### src/rtl/cdic_pkg.sv
// Constants shared by the doze and idle power control block.
// Assumes a 32-bit AXI4-Lite register bus and a single system clock.
package cdic_pkg;
   // ********************************************************
   // Register map (byte addresses)
   // ********************************************************
   localparam logic [7:0] CDIC_REG_REGULATOR = 8'h00; // Regulator power control
   localparam logic [7:0] CDIC_REG_THROTTLE = 8'h04; // Throttle and idle control
   localparam logic [7:0] CDIC_REG_STATUS = 8'h08; // Live power state, read only
   // ********************************************************
   // Field positions
   // ********************************************************
   localparam int CDIC_REG_LP_BIT = 1; // Low-power regulator select
   localparam int CDIC_REG_RSV_BIT = 0; // Reserved, reads one
   localparam int CDIC_THR_IDLE_BIT = 7; // Idle select
   localparam int CDIC_THR_EN_BIT = 6; // Throttle enable
   localparam int CDIC_THR_ROI_BIT = 5; // Recover on interrupt
   localparam int CDIC_THR_DOE_BIT = 4; // Throttle on return
   // ********************************************************
   // Reset values
   // ********************************************************
   localparam logic [7:0] CDIC_REGULATOR_RST = 8'h01;
   localparam logic [7:0] CDIC_THROTTLE_RST = 8'h00;
   localparam logic [7:0] CDIC_RATIO_CNT_RST = 8'h00;
   // ********************************************************
   // Power states
   // ********************************************************
   typedef enum logic [1:0] {
      CDIC_RUN = 2'b00,
      CDIC_IDLE = 2'b01,
      CDIC_SLEEP = 2'b10
   } cdic_state_e;
   localparam logic [1:0] CDIC_RESP_OKAY = 2'b00;
   localparam logic [1:0] CDIC_RESP_SLVERR = 2'b10;
endpackage

### src/rtl/cdic_top.sv
// Doze and idle power control: register file, power state and CPU cycle throttle.
// Assumes the core gives one-cycle pulses for sleep, interrupt entry and return.
//
// Added by the designer: the register addresses and register access over AXI4-Lite.
`timescale 1ns/1ps
`default_nettype none
// Operation
// - Low-power regulator select applies during sleep
// - Reserved regulator bit reads one always
// - Idle select chooses idle versus full sleep
// - Throttle enable gates CPU cycles by ratio
// - Interrupt entry clears throttle when recover set
// - Return sets throttle when throttle-on-return set
// - Ratio field selects 1:4 up to 1:256
// - Debug forces full speed, bit kept
// - Throttle bit writable, hardware set/clear too
// - Enabled interrupt ends idle, idle select kept
// - Waking interrupt restores full speed when recover
module cdic_top (
   input wire logic aclk,
   input wire logic aresetn,
   input wire logic [7:0] s_axi_awaddr,
   input wire logic s_axi_awvalid,
   output logic s_axi_awready,
   input wire logic [31:0] s_axi_wdata,
   input wire logic [3:0] s_axi_wstrb,
   input wire logic s_axi_wvalid,
   output logic s_axi_wready,
   output logic [1:0] s_axi_bresp,
   output logic s_axi_bvalid,
   input wire logic s_axi_bready,
   input wire logic [7:0] s_axi_araddr,
   input wire logic s_axi_arvalid,
   output logic s_axi_arready,
   output logic [31:0] s_axi_rdata,
   output logic [1:0] s_axi_rresp,
   output logic s_axi_rvalid,
   input wire logic s_axi_rready,
   input wire logic periph_cycle, // Peripheral instruction cycle strobe
   input wire logic sleep_exec, // Sleep instruction pulse
   input wire logic irq_pending, // Enabled interrupt with flag set
   input wire logic irq_entry, // ISR entry pulse
   input wire logic return_from_irq, // Return instruction pulse
   input wire logic debug_session, // Debug session active level
   input wire logic wake_event, // Non-interrupt wake (watchdog)
   output logic cpu_cycle_en, // CPU advance enable, one cycle
   output logic periph_clk_en, // Peripheral clocks running
   output logic cpu_clk_en, // CPU clock running
   output logic regulator_lowpower // Regulator low-power state now
);
   import cdic_pkg::*;

   // ********************************************************
   // Registers
   // ********************************************************
   logic regulator_lowpower_select_r; // Stored regulator mode
   logic idle_select_r; // Stored idle choice
   logic throttle_enable_r; // Stored throttle bit
   logic recover_on_irq_r; // Auto clear on entry
   logic throttle_on_return_r; // Auto set on return
   logic [2:0] ratio_r; // Throttle ratio code
   cdic_state_e state_r; // Power state
   logic [7:0] ratio_cnt_r; // Peripheral cycle counter

   // ********************************************************
   // Bus slave state
   // ********************************************************
   logic aw_held_r; // Write address captured
   logic w_held_r; // Write data captured
   logic [7:0] awaddr_r; // Captured write address
   logic [31:0] wdata_r; // Captured write data
   logic [3:0] wstrb_r; // Captured strobes
   logic wr_fire; // Both halves present
   logic [7:0] throttle_rd; // Throttle register image
   logic [7:0] regulator_rd; // Regulator register image
   logic [7:0] status_rd; // Status image

   // Ratio code to period; code 000 is treated as 1:2 (undefined)
   function automatic logic [7:0] ratio_last(input logic [2:0] code);
      ratio_last = 8'(({1'b0, 8'h01} << ({1'b0, code} + 4'h1)) - 9'h001);
   endfunction

   assign throttle_rd = {idle_select_r, throttle_enable_r, recover_on_irq_r,
                         throttle_on_return_r, 1'b0, ratio_r};
   assign regulator_rd = {6'h00, regulator_lowpower_select_r, 1'b1};
   assign status_rd = {4'h0, debug_session, cpu_clk_en, state_r};
   assign wr_fire = (aw_held_r || s_axi_awvalid) && (w_held_r || s_axi_wvalid)
                    && !s_axi_bvalid;

   // ********************************************************
   // Write channel acceptance
   // ********************************************************
   // Ready low once a half is held, so each half is taken once per write
   assign s_axi_awready = !aw_held_r && !s_axi_bvalid;
   assign s_axi_wready = !w_held_r && !s_axi_bvalid;
   assign s_axi_arready = !s_axi_rvalid;

   // Capture address and data in either order
   always_ff @(posedge aclk) begin
      if (!aresetn) begin
         aw_held_r <= 1'b0;
         w_held_r <= 1'b0;
         awaddr_r <= 8'h00;
         wdata_r <= 32'h0000_0000;
         wstrb_r <= 4'h0;
      end else if (wr_fire) begin
         aw_held_r <= 1'b0;
         w_held_r <= 1'b0;
      end else begin
         if (s_axi_awvalid && s_axi_awready) begin
            aw_held_r <= 1'b1;
            awaddr_r <= s_axi_awaddr;
         end
         if (s_axi_wvalid && s_axi_wready) begin
            w_held_r <= 1'b1;
            wdata_r <= s_axi_wdata;
            wstrb_r <= s_axi_wstrb;
         end
      end
   end

   // Effective write address and data for the firing cycle
   logic [7:0] wa; // Write address in use
   logic [7:0] wd; // Low byte of write data
   logic wb; // Low byte lane enabled
   assign wa = aw_held_r ? awaddr_r : s_axi_awaddr;
   assign wd = w_held_r ? wdata_r[7:0] : s_axi_wdata[7:0];
   assign wb = w_held_r ? wstrb_r[0] : s_axi_wstrb[0];

   // Write response, error on unmapped address
   always_ff @(posedge aclk) begin
      if (!aresetn) begin
         s_axi_bvalid <= 1'b0;
         s_axi_bresp <= CDIC_RESP_OKAY;
      end else if (wr_fire) begin
         s_axi_bvalid <= 1'b1;
         if (wa[7:2] == CDIC_REG_REGULATOR[7:2] || wa[7:2] == CDIC_REG_THROTTLE[7:2]) begin
            s_axi_bresp <= CDIC_RESP_OKAY;
         end else if (wa[7:2] == CDIC_REG_STATUS[7:2]) begin
            s_axi_bresp <= CDIC_RESP_OKAY; // Read only, write ignored
         end else begin
            s_axi_bresp <= CDIC_RESP_SLVERR;
         end
      end else if (s_axi_bready) begin
         s_axi_bvalid <= 1'b0;
      end
   end

   // Read data, error on unmapped address
   always_ff @(posedge aclk) begin
      if (!aresetn) begin
         s_axi_rvalid <= 1'b0;
         s_axi_rdata <= 32'h0000_0000;
         s_axi_rresp <= CDIC_RESP_OKAY;
      end else if (s_axi_arvalid && s_axi_arready) begin
         s_axi_rvalid <= 1'b1;
         s_axi_rresp <= CDIC_RESP_OKAY;
         if (s_axi_araddr[7:2] == CDIC_REG_REGULATOR[7:2]) begin
            s_axi_rdata <= {24'h000000, regulator_rd};
         end else if (s_axi_araddr[7:2] == CDIC_REG_THROTTLE[7:2]) begin
            s_axi_rdata <= {24'h000000, throttle_rd};
         end else if (s_axi_araddr[7:2] == CDIC_REG_STATUS[7:2]) begin
            s_axi_rdata <= {24'h000000, status_rd};
         end else begin
            s_axi_rdata <= 32'h0000_0000;
            s_axi_rresp <= CDIC_RESP_SLVERR;
         end
      end else if (s_axi_rready) begin
         s_axi_rvalid <= 1'b0;
      end
   end

   // ********************************************************
   // Regulator control register
   // ********************************************************
   // Reserved bit is not stored; it is constant one
   always_ff @(posedge aclk) begin
      if (!aresetn) begin
         regulator_lowpower_select_r <= CDIC_REGULATOR_RST[CDIC_REG_LP_BIT];
      end else if (wr_fire && wb && wa[7:2] == CDIC_REG_REGULATOR[7:2]) begin
         regulator_lowpower_select_r <= wd[CDIC_REG_LP_BIT];
      end
   end

   // ********************************************************
   // Throttle control register
   // ********************************************************
   logic throttle_nxt; // Next throttle enable
   always_comb begin
      throttle_nxt = throttle_enable_r;
      if (wr_fire && wb && wa[7:2] == CDIC_REG_THROTTLE[7:2]) begin
         throttle_nxt = wd[CDIC_THR_EN_BIT];
      end
      // Hardware events come after software so a clash keeps the event
      if (irq_entry && recover_on_irq_r) begin
         throttle_nxt = 1'b0;
      end else if (return_from_irq && throttle_on_return_r) begin
         throttle_nxt = 1'b1;
      end
   end

   always_ff @(posedge aclk) begin
      if (!aresetn) begin
         throttle_enable_r <= CDIC_THROTTLE_RST[CDIC_THR_EN_BIT];
      end else begin
         throttle_enable_r <= throttle_nxt;
      end
   end

   // Other fields change only by software
   always_ff @(posedge aclk) begin
      if (!aresetn) begin
         idle_select_r <= CDIC_THROTTLE_RST[CDIC_THR_IDLE_BIT];
         recover_on_irq_r <= CDIC_THROTTLE_RST[CDIC_THR_ROI_BIT];
         throttle_on_return_r <= CDIC_THROTTLE_RST[CDIC_THR_DOE_BIT];
         ratio_r <= CDIC_THROTTLE_RST[2:0];
      end else if (wr_fire && wb && wa[7:2] == CDIC_REG_THROTTLE[7:2]) begin
         idle_select_r <= wd[CDIC_THR_IDLE_BIT];
         recover_on_irq_r <= wd[CDIC_THR_ROI_BIT];
         throttle_on_return_r <= wd[CDIC_THR_DOE_BIT];
         ratio_r <= wd[2:0];
      end
   end

   // ********************************************************
   // Power state
   // ********************************************************
   // Interrupt wakes even with global enable off; RECOVER_ON_IRQ acts via irq_entry
   always_ff @(posedge aclk) begin
      if (!aresetn) begin
         state_r <= CDIC_RUN;
      end else begin
         case (state_r)
            CDIC_RUN: begin
               // Pending interrupt turns sleep into a no-op
               if (sleep_exec && !irq_pending) begin
                  state_r <= idle_select_r ? CDIC_IDLE : CDIC_SLEEP;
               end
            end
            CDIC_IDLE: begin
               if (irq_pending || wake_event) begin
                  state_r <= CDIC_RUN;
               end
            end
            CDIC_SLEEP: begin
               if (irq_pending || wake_event) begin
                  state_r <= CDIC_RUN;
               end
            end
            default: begin
               state_r <= CDIC_RUN;
            end
         endcase
      end
   end

   assign cpu_clk_en = (state_r == CDIC_RUN);
   assign periph_clk_en = (state_r != CDIC_SLEEP);
   assign regulator_lowpower = (state_r == CDIC_SLEEP) && regulator_lowpower_select_r;

   // ********************************************************
   // Cycle throttle
   // ********************************************************
   // Counter only moves on peripheral cycles, so peripherals never stall
   logic throttling; // Throttle in force now
   assign throttling = throttle_enable_r && !debug_session;
   always_ff @(posedge aclk) begin
      if (!aresetn) begin
         ratio_cnt_r <= CDIC_RATIO_CNT_RST;
      end else if (!throttling) begin
         ratio_cnt_r <= CDIC_RATIO_CNT_RST;
      end else if (periph_cycle && cpu_clk_en) begin
         if (ratio_cnt_r >= ratio_last(ratio_r)) begin
            ratio_cnt_r <= CDIC_RATIO_CNT_RST;
         end else begin
            ratio_cnt_r <= ratio_cnt_r + 8'h01;
         end
      end
   end

   // Handshake-style enable; combinational by design
   assign cpu_cycle_en = periph_cycle && cpu_clk_en &&
                         (!throttling || ratio_cnt_r == CDIC_RATIO_CNT_RST);

   // ********************************************************
   // Assertions
   // ********************************************************
   property p_lowpower;
      @(posedge aclk) disable iff (!aresetn)
      regulator_lowpower |-> (state_r == CDIC_SLEEP && regulator_lowpower_select_r);
   endproperty
   a_lowpower: assert property (p_lowpower) else $error("low power outside sleep");

   property p_reserved;
      @(posedge aclk) disable iff (!aresetn)
      s_axi_rvalid && $past(s_axi_araddr[7:2]) == 6'h00 && $rose(s_axi_rvalid)
      |-> s_axi_rdata[0];
   endproperty
   a_reserved: assert property (p_reserved) else $error("reserved bit read zero");

   property p_idle_enter;
      @(posedge aclk) disable iff (!aresetn)
      (state_r == CDIC_RUN && sleep_exec && !irq_pending && idle_select_r)
      |=> (state_r == CDIC_IDLE && periph_clk_en && !cpu_clk_en);
   endproperty
   a_idle_enter: assert property (p_idle_enter) else $error("idle not entered");

   property p_full_speed;
      @(posedge aclk) disable iff (!aresetn)
      (!throttle_enable_r && periph_cycle && cpu_clk_en) |-> cpu_cycle_en;
   endproperty
   a_full_speed: assert property (p_full_speed) else $error("cycle lost at full speed");

   property p_roi;
      @(posedge aclk) disable iff (!aresetn)
      (irq_entry && recover_on_irq_r) |=> !throttle_enable_r;
   endproperty
   a_roi: assert property (p_roi) else $error("entry did not clear throttle");

   property p_doe;
      @(posedge aclk) disable iff (!aresetn)
      (return_from_irq && throttle_on_return_r && !irq_entry) |=> throttle_enable_r;
   endproperty
   a_doe: assert property (p_doe) else $error("return did not set throttle");

   property p_ratio4;
      @(posedge aclk) disable iff (!aresetn)
      (ratio_r == 3'h1 && throttling && cpu_cycle_en) |=> !cpu_cycle_en [*3];
   endproperty
   a_ratio4: assert property (p_ratio4) else $error("ratio 1:4 violated");

   property p_debug;
      @(posedge aclk) disable iff (!aresetn)
      (debug_session && periph_cycle && cpu_clk_en) |-> cpu_cycle_en;
   endproperty
   a_debug: assert property (p_debug) else $error("debug not full speed");

   property p_hold;
      @(posedge aclk) disable iff (!aresetn)
      (!wr_fire && !irq_entry && !return_from_irq) |=> $stable(throttle_enable_r);
   endproperty
   a_hold: assert property (p_hold) else $error("throttle changed unprompted");

   property p_idle_exit;
      @(posedge aclk) disable iff (!aresetn)
      (state_r == CDIC_IDLE && irq_pending) |=> (state_r == CDIC_RUN && $stable(idle_select_r));
   endproperty
   a_idle_exit: assert property (p_idle_exit) else $error("idle exit wrong");

   property p_periph;
      @(posedge aclk) disable iff (!aresetn)
      (state_r != CDIC_SLEEP) |-> periph_clk_en;
   endproperty
   a_periph: assert property (p_periph) else $error("peripherals stopped");

   c_idle: cover property (@(posedge aclk) disable iff (!aresetn)
      state_r == CDIC_IDLE ##1 state_r == CDIC_RUN);
   c_sleep: cover property (@(posedge aclk) disable iff (!aresetn) state_r == CDIC_SLEEP);
   c_throttle: cover property (@(posedge aclk) disable iff (!aresetn)
      throttling && cpu_cycle_en);
   c_roi: cover property (@(posedge aclk) disable iff (!aresetn)
      irq_entry && recover_on_irq_r && throttle_enable_r);
endmodule
`default_nettype wire

### config.mk
export PLATFORM = sky130hd
export DESIGN_NAME = cdic_top
export DESIGN_NICKNAME = d
export VERILOG_FILES = /design/src/rtl/cdic_pkg.sv /design/src/rtl/cdic_top.sv
export SDC_FILE = /design/constraint.sdc
export NUM_CORES = 1
export LEC_CHECK = 0
export BUFFER_PORTS_ARGS = -buffer_cell sky130_fd_sc_hd__buf_2
export CAP_MARGIN = 20
export CORE_ASPECT_RATIO = 2
export CORE_MARGIN = 8
export CORE_UTILIZATION = 50
export CTS_BUF_LIST = sky130_fd_sc_hd__clkbuf_4 sky130_fd_sc_hd__clkbuf_8
export DETAILED_ROUTE_END_ITERATION = 8
export GPL_ROUTABILITY_DRIVEN = 0
export PLACE_DENSITY_LB_ADDON = 0.1
export SETUP_SLACK_MARGIN = 0.5
export SLEW_MARGIN = 20
export SYNTH_ARGS = -nofsm -noshare
export SYNTH_HDL_FRONTEND = slang
export SYNTH_SLANG_ARGS = --single-unit
### constraint.sdc
create_clock -name aclk -period 3.1 [get_ports aclk]
set_clock_uncertainty 0.15 [all_clocks]
set_input_delay 0.93 -clock aclk [delete_from_list [all_inputs] [get_ports aclk]]
set_output_delay 0.93 -clock aclk [all_outputs]
set_load 0.1 [all_outputs]
# --- Word level (Yosys, flattened, before mapping) ---
# Cells that the tools add are included.
classes:
  magnitude_cmp: 1
  bitwise_logic: 2
  reduce_logical: 43
  n_mux: 22
  add_sub_neg: 3
  n_shift: 1
  eq_ne: 9
ops:
  columns: ["cell", "count"]
  rows:
  - ["$mux 8", 5]
  - ["$logic_and 1x1->1", 17]
  - ["$mux 2", 8]
  - ["$eq 6x1->1 const B", 2]
  - ["$eq 6x2->1 const B", 2]
  - ["$logic_not 6->1", 2]
  - ["$add 8x1->8 const B", 1]
  - ["$ge 8x8->1", 1]
  - ["$logic_not 8->1", 1]
  - ["$reduce_and 2->1", 4]
  - ["$shl 1x4->8 const A", 1]
  - ["$sub 8x1->8 const B", 1]
  - ["$logic_not 1->1", 7]
  - ["$mux 1", 7]
  - ["$reduce_bool 2->1", 3]
  - ["$reduce_or 2->1", 3]
  - ["$logic_or 1x1->1", 5]
  - ["$add 3x1->4 const B", 1]
  - ["$mux 4", 1]
  - ["$ne 2x1->1 const B", 2]
  - ["$pmux 2 s2", 1]
  - ["$eq 2x1->1 const B", 1]
  - ["$eq 2x2->1 const B", 1]
  - ["$logic_not 2->1", 1]
  - ["2 further kinds", 3]
totals:
  input_bits: 66
  wordCells: 99
  out_inout_bits: 45
  regBits: 75

# --- Depth between registers and ports, before layout ---
# Gate-level depths: netlist (run 1).
logic_depth:
  ltp_word: 7
  depth_mapped: 11
  mapped_depth_nobuf: 10

# --- Least setup slack after synthesis (run 1) ---
# No wires, ideal clock.
synth_path:
  kind: "register to output"
  start: "register state_r[0]"
  end: "output cpu_cycle_en"
  arrival_time_ns: 3.202
  required_time_ns: 2.020
  setup_slack_ns: -1.182
  path_stages_with_launch: 6
  path_buffers: 1
  path_cell_list: "dfxtp_1 -> inv_1 -> ha_1 -> clkbuf_1 -> nand2_1 -> a31oi_1"
synth_via:
  elab_chain_len: 3
synth_lines:
  columns: ["item", "line", "rtl"]
  rows:
  - ["start, declared", "cdic_top.sv:62", "cdic_state_e state_r;"]
  - ["start signal, assigned", "cdic_top.sv:237", "state_r <= idle_select_r ? CDIC_IDLE : CDIC_SLEEP;"]
  - ["$logic_not 2->1", "cdic_top.sv:257", "assign cpu_clk_en = (state_r == CDIC_RUN);"]
  - ["net cpu_clk_en", "cdic_top.sv:48", "output logic cpu_clk_en,"]
  - ["$logic_and 1x1->1 (2 in a row)", "cdic_top.sv:282", "assign cpu_cycle_en = periph_cycle && cpu_clk_en &&"]
  - ["end, declared", "cdic_top.sv:46", "output logic cpu_cycle_en,"]
# The timed path passes the listed nets, and every way through them passes these cells.

# --- Worst setup path in the final report (run 1) ---
layout_path:
  start: "register ratio_cnt_r[0]"
  end: "output cpu_cycle_en"
layout_via:
  elab_chain_len: 3
layout_lines:
  columns: ["item", "line", "rtl"]
  rows:
  - ["start, declared", "cdic_top.sv:63", "logic [7:0] ratio_cnt_r;"]
  - ["start signal, assigned", "cdic_top.sv:276", "ratio_cnt_r <= ratio_cnt_r + 8'h01;"]
  - ["$logic_not 8->1", "cdic_top.sv:283", "(!throttling || ratio_cnt_r == CDIC_RATIO_CNT_RST);"]
  - ["$logic_or 1x1->1", "cdic_top.sv:283", null]
  - ["$logic_and 1x1->1", "cdic_top.sv:282", null]
# No other way between the ends.

==> flow_metrics.env, run 1 <==
export IMPL_synthXorXnorAreaFrac_pct=1.65
export IMPL_highest_layer="met4"
export IMPL_initial_core_util_pct=51.6
export IMPL_htree_levels=2
export IMPL_seq_area_frac_synth_pct=34.7
export IMPL_yosysMostFrequentCell="dfxtp_1"
export IMPL_cp_end_kind="output pin"
export IMPL_fill_cells=490
export IMPL_fp_row_count=37
export IMPL_grt_first_pass_wirelength_mm=9.87
export IMPL_ant_nets=0
export IMPL_syn_avg_cell_area_um2=8.91
export IMPL_synth_largest_area_cell="dfxtp_1"
export IMPL_wl_met3_um=246
export IMPL_initialDrtViolationCount=77
export IMPL_tightest_slew_ns=0.518
export IMPL_clk_pin_slew_ns=0.09
export IMPL_required_ns=2.02
export IMPL_pwr_share_comb_pct=30.2
export IMPL_fin_crit_sh_pct=85.2
export IMPL_drive_above_1_share_pct=31.0
export IMPL_yosys_area_share_adder_pct=6.13
export IMPL_max_freq_ghz=0.379
export IMPL_intPower_mw=0.897
export IMPL_cts_buffers=5
export IMPL_hold_path_class="reg2reg"
export IMPL_synth_seq_cells=46
export IMPL_power_density_mw_per_mm2=474
export IMPL_drcViolationCount=0
export IMPL_num_io_pins=111
export IMPL_grt_max_degree=25
export IMPL_cpMaxStageDelayCell="dfxtp_2"
export IMPL_synth_top_family_by_area="simple AND/OR/NAND/NOR gates"
export IMPL_wirelength_mm=6.14
export IMPL_synth_common_cells="dfxtp_1 (46), nor2b_1 (27), buf_4 (26)"
export IMPL_rr_startpoint="ratio_r[0]"
export IMPL_layout_nets=430
export IMPL_met1_length_mm=2.23
export IMPL_seqPwrFrac_pct=43.1
export IMPL_areaGrowthSynthToFinish_pct=16.2
export IMPL_cpPeakStageDelay_ns=0.34
export IMPL_port_buffers=52
export IMPL_path_buf_inv=2
export IMPL_grt_pass1_vias=2229
export IMPL_reg2reg_to="ratio_cnt_r[0]"
export IMPL_vias=2131
export IMPL_crit_chain="inv_2 -> ha_4 -> nor4b_4 -> nand2_2 -> a31oi_4 -> buf_12"
export IMPL_syn_inst=298
export IMPL_finalSetupViolations=0
export IMPL_synthSimpleGateAreaFrac_pct=22.4
export IMPL_first_pass_iters=4
export IMPL_path_delay_family="flip-flops"
export IMPL_async_reset_ff_share_pct=0
export IMPL_slew_headroom_pct=65.4
export IMPL_synthFlopType="dfxtp_1"
export IMPL_synth_cell_area_mm2=0.00265
export IMPL_peakVddDrop_mv=0.423
export IMPL_hp_start="recover_on_irq_r"
export IMPL_cts_tree="done"
export IMPL_grt_overflow=0
export IMPL_p_leak_nw=1.39
export IMPL_cts_hold_fix_buffers=0
export IMPL_rsz0062_at_grt="yes"
export IMPL_n_antenna_cell=0
export IMPL_net_switching_power_mw=0.564
export IMPL_synth_compound_area_share_pct=12.8
export IMPL_path_class="reg2out"
export IMPL_hpwl_mm=4.78
export IMPL_hold_violations=0
export IMPL_total_power_mw=1.46
export IMPL_muxShareOfSynthArea_pct=10.6
export IMPL_hold_path_cell_count=2
export IMPL_reg2regPathDepth=11
export IMPL_outcome="finished, final reports clean"
export IMPL_swShare_pct=38.6
export IMPL_wire_per_inst_um=15.0
export IMPL_clkSinkCount=46
export IMPL_ys_warnings_count=0
export IMPL_cp_arrival_ns=1.56
export IMPL_cp_depth=6
export IMPL_clock_latency_ns=0.29
export IMPL_maxCapViolCount=0
export IMPL_die_x_um=67.5
export IMPL_clock_power_share_pct=26.8
export IMPL_synth_top_area_share_pct=34.7
export IMPL_clock_path_buffers=2
export IMPL_core_mm2=0.00514
export IMPL_synthTopCellsByArea="dfxtp_1 (35%), buf_4 (7.4%), mux2i_1 (6.8%)"
export IMPL_slew_violations=0
export IMPL_critPathLaunchType="flop"
export IMPL_tns_ns=0
export IMPL_synth_cell_types=44
export IMPL_wl_met2_mm=3.56
export IMPL_viasPerCell=5.20
export IMPL_r2r_slack_ns=0.53
export IMPL_synth_edf_count=0
export IMPL_grtUsageTotal_pct=15.1
export IMPL_die_area_mm2=0.00804
export IMPL_holdPathEnd="recover_on_irq_r"
export IMPL_fp_dieH_um=119
export IMPL_cts_root_buf="clkbuf_8"
export IMPL_antenna_found_initial=0
export IMPL_period_minus_slack_ns=2.64
export IMPL_critPathMaxFanout=3
[what timing repair did]
| action | in CTS | in global routing |
|---|---|---|
| setup buffers | 0 | 5 |
| setup endpoints to repair | 9 | 8 |
| pin swaps | 2 | 5 |
| hold endpoints to repair | 0 | 0 |
| resized for setup | 4 | 17 |
[power by group through the flow]
stage               clock network [mW]  logic (mW)  registers (mW)
floorplan                            0       0.373           0.671
global placement                     0       0.436           0.644
detailed placement                   0       0.438           0.645
CTS                              0.404       0.440           0.631
global route                     0.419       0.463           0.633
finish                           0.391       0.441           0.629
[sequential cells by signal (all words and copies together) (netlist names), 2 cells and up]
signal       flops
state_r          2
s_axi_rdata      8
wdata_r          7
ratio_r          3
awaddr_r         6
ratio_cnt_r      8
[per-stage QoR]
| step | worst slack [ns] | cell area, um^2 | utilization [%] | hold WS [ns] | cells |
|---|---|---|---|---|---|
| 2_1_floorplan | 0.356 | 2800 | - | 0.292 | 324 |
| 3_3_place_gp | 0.450 | 2890 | 56.2 | 0.320 | 397 |
| 3_5_place_dp | 0.439 | 2890 | 56.2 | 0.327 | 397 |
| 4_1_cts | 0.413 | 3000 | 58.3 | 0.349 | 405 |
| 5_1_grt | 0.394 | 3080 | 60.0 | 0.370 | 410 |
| 6_report | 0.460 | 3080 | 60.0 | 0.344 | 410 |
[logic make-up (layout without fill, tap and decap cells)]
family	Yosys count	count (layout)
and+or+nand+nor	106	106
buffers and inverters	50	78
AOI/OAI and AO/OA	49	49
DFF	46	46
muxes	27	27
adders and majority gates	13	13
xor gates and xnor gates	5	5
other	2	28
[worst min-delay path, stage by stage, from the launching register on]
cell     delay [ns]
dfxtp_1        0.35
nand3_2        0.07
o21ai_2        0.04
[routing by layer]
metal,vias up,track usage [%]
met5,-,0
met4,0,5.27
met3,9,2.91
met2,49,29.8
met1,994,14.1
li1,1079,-
[final cells by class]
class | count | area [um^2] | share of cell area [%]
Clock buffer | 7 | 90.1 | 2.92
Clock inverter | 1 | 5.00 | 0.162
Inverter | 11 | 43.8 | 1.42
Multi-Input combinational cell | 228 | 1610 | 52.2
Sequential cell | 46 | 932 | 30.2
Tap cell | 58 | 72.6 | 2.35
Timing Repair Buffer | 59 | 330 | 10.7
[worst max path at each step]
stage | slack (ns) | from | to
after global placement | 0.45 | ratio_r[0] | ratio_cnt_r[2]
final | 0.46 | ratio_cnt_r[0] | cpu_cycle_en
after detailed placement | 0.44 | ratio_r[0] | ratio_cnt_r[2]
after floorplan | 0.36 | state_r[1] | cpu_cycle_en
after global routing | 0.39 | ratio_cnt_r[0] | cpu_cycle_en
after CTS | 0.41 | ratio_cnt_r[0] | cpu_cycle_en
[layout by cell type (no fill, tap or decap), drive strengths merged, types with 2 or more instances in the layout]
cell | synthesis | layout
conb | 2 | 28
nand3b | 3 | 3
nor3 | 3 | 3
xnor2 | 3 | 3
nor4b | 2 | 2
inv | 11 | 11
o21a | 3 | 3
buf | 30 | 59
dfxtp | 46 | 46
o22ai | 2 | 2
or4 | 2 | 2
a21oi | 11 | 11
o21ai | 16 | 16
clkbuf | 9 | 7
o21bai | 2 | 2
a211oi | 3 | 3
nand2b | 2 | 2
mux2i | 18 | 18
and2 | 3 | 3
nor2b | 27 | 27
nand3 | 13 | 13
ha | 13 | 13
nor2 | 22 | 22
nand4 | 3 | 3
nand2 | 21 | 21
a32oi | 2 | 2
mux2 | 9 | 9
xor2 | 2 | 2
a22oi | 7 | 7
(Power assumes the default switching activity.)
==> run 2, diff against run 1 <==
- CELL_PAD_IN_SITES_DETAIL_PLACEMENT: unset -> 2
- CELL_PAD_IN_SITES_GLOBAL_PLACEMENT: unset -> 2
- CORE_UTILIZATION: 50 -> 28
==> run 2 against run 1 <==
Against the previous run: critical endpoint unchanged; first-iteration DRC count fell by 64%; clock power up 7.4%; sequential power barely moved; global-route usage fell by 2.5 points; setup slack lost 0.047 ns; design area up 2.4%; critical path type unchanged.
==> flow_metrics.env, run 2 (same netlist as run 1, synthesis figures left out) <==
export IMPL_outcome="finished, final reports clean"
export IMPL_seqPwrFrac_pct=42.0
export IMPL_cts_buffers=5
export IMPL_viasPerCell=4.84
export IMPL_hold_violations=0
export IMPL_clkSinkCount=46
export IMPL_core_mm2=0.00932
export IMPL_areaGrowthSynthToFinish_pct=19.0
export IMPL_cp_end_kind="output pin"
export IMPL_power_density_mw_per_mm2=475
export IMPL_peakVddDrop_mv=0.302
export IMPL_fill_cells=1094
export IMPL_drcViolationCount=0
export IMPL_die_x_um=84.8
export IMPL_period_minus_slack_ns=2.69
export IMPL_n_antenna_cell=0
export IMPL_grt_max_degree=24
export IMPL_initialDrtViolationCount=28
export IMPL_finalSetupViolations=0
export IMPL_largestRegisters="ratio_cnt_r x8, s_axi_rdata x8, wdata_r x7"
export IMPL_antenna_found_initial=0
export IMPL_ant_nets=0
export IMPL_rsz0062_at_grt="yes"
export IMPL_cp_arrival_ns=1.61
export IMPL_tns_ns=0
export IMPL_fp_dieH_um=154
export IMPL_drive_above_1_share_pct=31.1
export IMPL_maxCapViolCount=0
export IMPL_clk_pin_slew_ns=0.09
export IMPL_path_class="reg2out"
export IMPL_final_cell_mix="buf_2 (49), dfxtp_1 (41), conb_1 (28)"
export IMPL_use_met3_pct=2.99
export IMPL_cts_root_buf="clkbuf_8"
export IMPL_max_freq_ghz=0.372
export IMPL_total_power_mw=1.50
export IMPL_wirelength_mm=7.89
export IMPL_hpwl_mm=6.20
export IMPL_die_area_mm2=0.0130
export IMPL_intPower_mw=0.898
export IMPL_mostFrequentLayoutCell="buf_2"
export IMPL_num_io_pins=111
export IMPL_pwr_share_comb_pct=29.9
export IMPL_swShare_pct=40.1
export IMPL_port_buffers=52
export IMPL_tightest_slew_ns=0.558
export IMPL_cts_tree="done"
export IMPL_grtUsageTotal_pct=12.6
export IMPL_vias=2215
export IMPL_grt_use_met2_pct=25.3
export IMPL_fp_row_count=50
export IMPL_grt_use_met1_pct=11.1
export IMPL_layout_nets=432
export IMPL_busiest_layer="met2"
export IMPL_p_leak_nw=1.40
export IMPL_initial_core_util_pct=28.5
export IMPL_clock_power_share_pct=28.0
export IMPL_critPathLaunchType="flop"
export IMPL_clock_path_buffers=2
export IMPL_htree_levels=2
export IMPL_slew_headroom_pct=62.7
export IMPL_net_switching_power_mw=0.601
export IMPL_grt_pass1_vias=2509
export IMPL_required_ns=2.02
export IMPL_fin_crit_sh_pct=86.7
export IMPL_grt_overflow=0
export IMPL_wire_per_inst_um=17.2
export IMPL_grt_first_pass_wirelength_mm=12.7
export IMPL_slew_violations=0
export IMPL_clock_latency_ns=0.32
export IMPL_critPathMaxFanout=2
export IMPL_hold_path_class="reg2reg"
export IMPL_first_pass_iters=4
## run 2: changes by cell type in the layout (fill, tap and decap cells not counted), sizes merged
| cell | previous run | this run |
|---|---|---|
| buf | 59 | 60 |
| clkbuf | 7 | 8 |
## run 2: final timing paths
kind / startpoint / to / slack [ns] / depth (start not counted)
worst min-delay path: recover_on_irq_r / recover_on_irq_r / 0.33 / 2
worst min register to register: recover_on_irq_r / recover_on_irq_r / 0.33 / 2
worst max register to register: ratio_r[0] / ratio_cnt_r[7] / 0.56 / 11
worst max-delay path: ratio_cnt_r[1] / cpu_cycle_en / 0.41 / 6
## run 2: final cells by class
type                            count  area [um^2]  share of cell area (%)
Sequential cell                    46          935                    29.6
Timing Repair Buffer               61          348                    11.0
Multi-Input combinational cell    228         1610                    50.9
Tap cell                          104          130                    4.12
Clock buffer                        7         90.1                    2.85
Clock inverter                      1         5.00                   0.158
Inverter                           11         43.8                    1.39
## run 2: critical path: stages (launching register included)
cell and delay [ns]:
dfxtp_4 0.37, inv_4 0.06, ha_4 0.14, nor4b_4 0.21, nand2_1 0.13, a31oi_4 0.19, buf_12 0.19
## run 2: through the flow
| step | setup WS (ns) | cell area (um^2) | util [%] | std cells | hold slack [ns] |
|---|---|---|---|---|---|
| 2_1_floorplan | 0.356 | 2800 | - | 324 | 0.292 |
| 3_3_place_gp | 0.361 | 2960 | 31.8 | 445 | 0.310 |
| 3_5_place_dp | 0.307 | 2960 | 31.8 | 445 | 0.323 |
| 4_1_cts | 0.352 | 3120 | 33.4 | 455 | 0.338 |
| 5_1_grt | 0.306 | 3160 | 33.9 | 458 | 0.355 |
| 6_report | 0.413 | 3160 | 33.9 | 458 | 0.330 |
## run 2: power groups by stage
stage / logic, mW / registers [mW] / clock network, mW
4_1_cts: 0.450 / 0.633 / 0.440
6_report: 0.449 / 0.630 / 0.420
2_1_floorplan: 0.373 / 0.671 / 0
3_3_place_gp: 0.445 / 0.647 / 0
5_1_grt: 0.474 / 0.634 / 0.460
3_5_place_dp: 0.449 / 0.648 / 0
## run 2: timing repair
item / 4_1_cts / 5_1_grt
cloned: 0 / 0
endpoints found under the setup margin: 11 / 11
gates resized for setup: 14 / 6
buffers inserted: 2 / 3
pin swaps: 3 / 1
hold buffers: 0 / 0
## run 2: routing by layer
metal	wire length, um	up-vias	share of wire [%]
met2	4680	41	59
met5	0	-	0
met3	291	12	3.7
met4	198	0	2.5
li1	-	1073	-
met1	2720	1089	34
==> run 3, diff against run 2 <==
- CORE_UTILIZATION: 28 -> 25
- MAX_ROUTING_LAYER: unset -> met4
- clock period: 3.1 -> 2.2 ns (I/O delays scaled with it)
==> run 3 against run 2 <==
Against the previous run: global-route usage increased by 0.14 points; critical path depth increased by 5; largest power group unchanged; critical endpoint is now ratio_cnt_r[0]; combinational power increased by 86%; largest cell class unchanged; the run now ends with setup timing left; design area increased by 28%; final cell count increased by 15%.
==> flow_metrics.env, run 3 (same netlist as run 1, synthesis figures left out) <==
export IMPL_outcome="finished, violations left"
export IMPL_violations="setup timing"
export IMPL_path_buf_inv=1
export IMPL_largestRegisters="ratio_cnt_r x8, s_axi_rdata x8, wdata_r x7"
export IMPL_wire_per_inst_um=16.2
export IMPL_fp_row_count=53
export IMPL_die_x_um=88.9
export IMPL_cpMaxStageDelayCell="or3_1"
export IMPL_power_density_mw_per_mm2=591
export IMPL_setup_slack_ns=-0.169
export IMPL_cp_end_kind="flop"
export IMPL_hold_violations=0
export IMPL_cp_arrival_ns=2.46
export IMPL_cts_root_buf="clkbuf_8"
export IMPL_die_area_mm2=0.0144
export IMPL_port_buffers=52
export IMPL_critPathMaxFanout=3
export IMPL_viasPerCell=4.48
export IMPL_path_delay_family="compound AO/OA/AOI/OAI gates"
export IMPL_initial_core_util_pct=25.5
export IMPL_first_pass_iters=3
export IMPL_fp_dieH_um=162
export IMPL_n_antenna_cell=0
export IMPL_core_mm2=0.0104
export IMPL_layout_nets=469
export IMPL_p_leak_nw=1.72
export IMPL_maxCapViolCount=0
export IMPL_r2r_slack_ns=-0.17
export IMPL_crit_chain="or3_1 -> ha_2 -> nor2_2 -> a32oi_1 -> ha_2 -> a211oi_2 -> nor2_1 -> a211oi_2 -> buf_4 -> nand4_1 -> a21oi_1"
export IMPL_max_freq_ghz=0.422
export IMPL_grt_max_degree=44
export IMPL_cts_buffers=5
export IMPL_period_minus_slack_ns=2.37
export IMPL_drive_above_1_share_pct=48.1
export IMPL_hpwl_mm=6.48
export IMPL_areaGrowthSynthToFinish_pct=52.2
export IMPL_vias=2364
export IMPL_critPathLaunchType="flop"
export IMPL_clock_path_buffers=2
export IMPL_grt_pass1_vias=2750
export IMPL_peakVddDrop_mv=0.275
export IMPL_slew_violations=0
export IMPL_hold_path_class="reg2reg"
export IMPL_fin_util_pct=38.8
export IMPL_ant_nets=0
export IMPL_finalSetupViolations=9
export IMPL_cts_hold_fix_buffers=0
export IMPL_antenna_found_initial=0
export IMPL_initialDrtViolationCount=40
export IMPL_clk_pin_slew_ns=0.10
export IMPL_final_cell_mix="buf_2 (31), buf_4 (31), conb_1 (28)"
export IMPL_wirelength_mm=8.53
export IMPL_clock_latency_ns=0.31
export IMPL_path_class="reg2reg"
export IMPL_clkSinkCount=46
export IMPL_required_ns=2.29
export IMPL_grtUsageTotal_pct=12.7
export IMPL_rsz0062_at_grt="yes"
export IMPL_place_worst_setup_slack_ns=-0.159
export IMPL_grt_overflow=0
export IMPL_drcViolationCount=0
export IMPL_cts_tree="done"
export IMPL_htree_levels=2
export IMPL_fin_crit_sh_pct=108
export IMPL_grt_first_pass_wirelength_mm=13.7
export IMPL_cpPeakStageDelay_ns=0.37
export IMPL_num_io_pins=111
## run 3: cell types whose count changed in the layout (fill, tap and decap cells not counted), moves of 4 or more
| cell | previous run | this run |
|---|---|---|
| dfxtp_2 | 2 | 13 |
| nor2_1 | 20 | 15 |
| a22oi_1 | 7 | 1 |
| buf_6 | 0 | 14 |
| buf_12 | 1 | 21 |
| dfxtp_1 | 41 | 26 |
| buf_4 | 10 | 31 |
| a22oi_2 | 0 | 6 |
| dfxtp_4 | 3 | 7 |
| buf_2 | 49 | 31 |
## run 3: metrics by stage
step           area, um^2  hold WS, ns  total power, mW  setup TNS (ns)  instances
6_report             4040        0.372             2.39           -1.14        528
5_1_grt              4040        0.398             2.49           -2.26        528
4_1_cts              3870        0.360             2.40           -1.46        518
3_5_place_dp         3330        0.330             1.62          -0.977        498
3_3_place_gp         3330        0.321             1.61          -0.831        498
2_1_floorplan        2910        0.297             1.49          -0.921        324
## run 3: final cells by class
class,count,area [um^2]
fill,1171,6370
clock inverter,2,37.5
multi-input combinational,228,1760
clock buffer,6,76.3
timing repair buffer,98,981
inverter,11,48.8
tap,137,171
sequential,46,963
## run 3: worst paths after layout
path,startpoint,end,cells past startpoint
max,ratio_r[2],ratio_cnt_r[0],11
max reg2reg,ratio_r[2],ratio_cnt_r[0],11
min reg2reg,wstrb_r[0],wstrb_r[0],2
min,wstrb_r[0],wstrb_r[0],2
## run 3: power breakdown
| group | switching [mW] | internal, mW | total (mW) | leakage (nW) |
|---|---|---|---|---|
| registers | 0.0276 | 0.858 | 0.886 | 0.384 |
| logic | 0.549 | 0.286 | 0.835 | 1.28 |
| clock network | 0.315 | 0.352 | 0.667 | 0.0548 |
| total | 0.892 | 1.50 | 2.39 | 1.72 |
## run 3: routing by layer
layer	up-vias	share of wire (%)	GRT usage, %
met5	-	0	-
met4	0	1.5	4.65
met3	8	2.3	1.62
met2	42	62	25.1
met1	1162	34	11.5
li1	1152	-	-
## run 3: tightest hold or removal path, cell delays in order (launching register included)
cell     delay (ns)
dfxtp_1        0.33
mux2i_1        0.07
nor2b_1        0.09
## run 3: what timing repair did
item	CTS	global route
gates cloned	0	0
buffers inserted	12	10
endpoints found under the setup margin	40	46
hold endpoints to repair	0	0
resized for setup	88	25
pin swaps	17	25
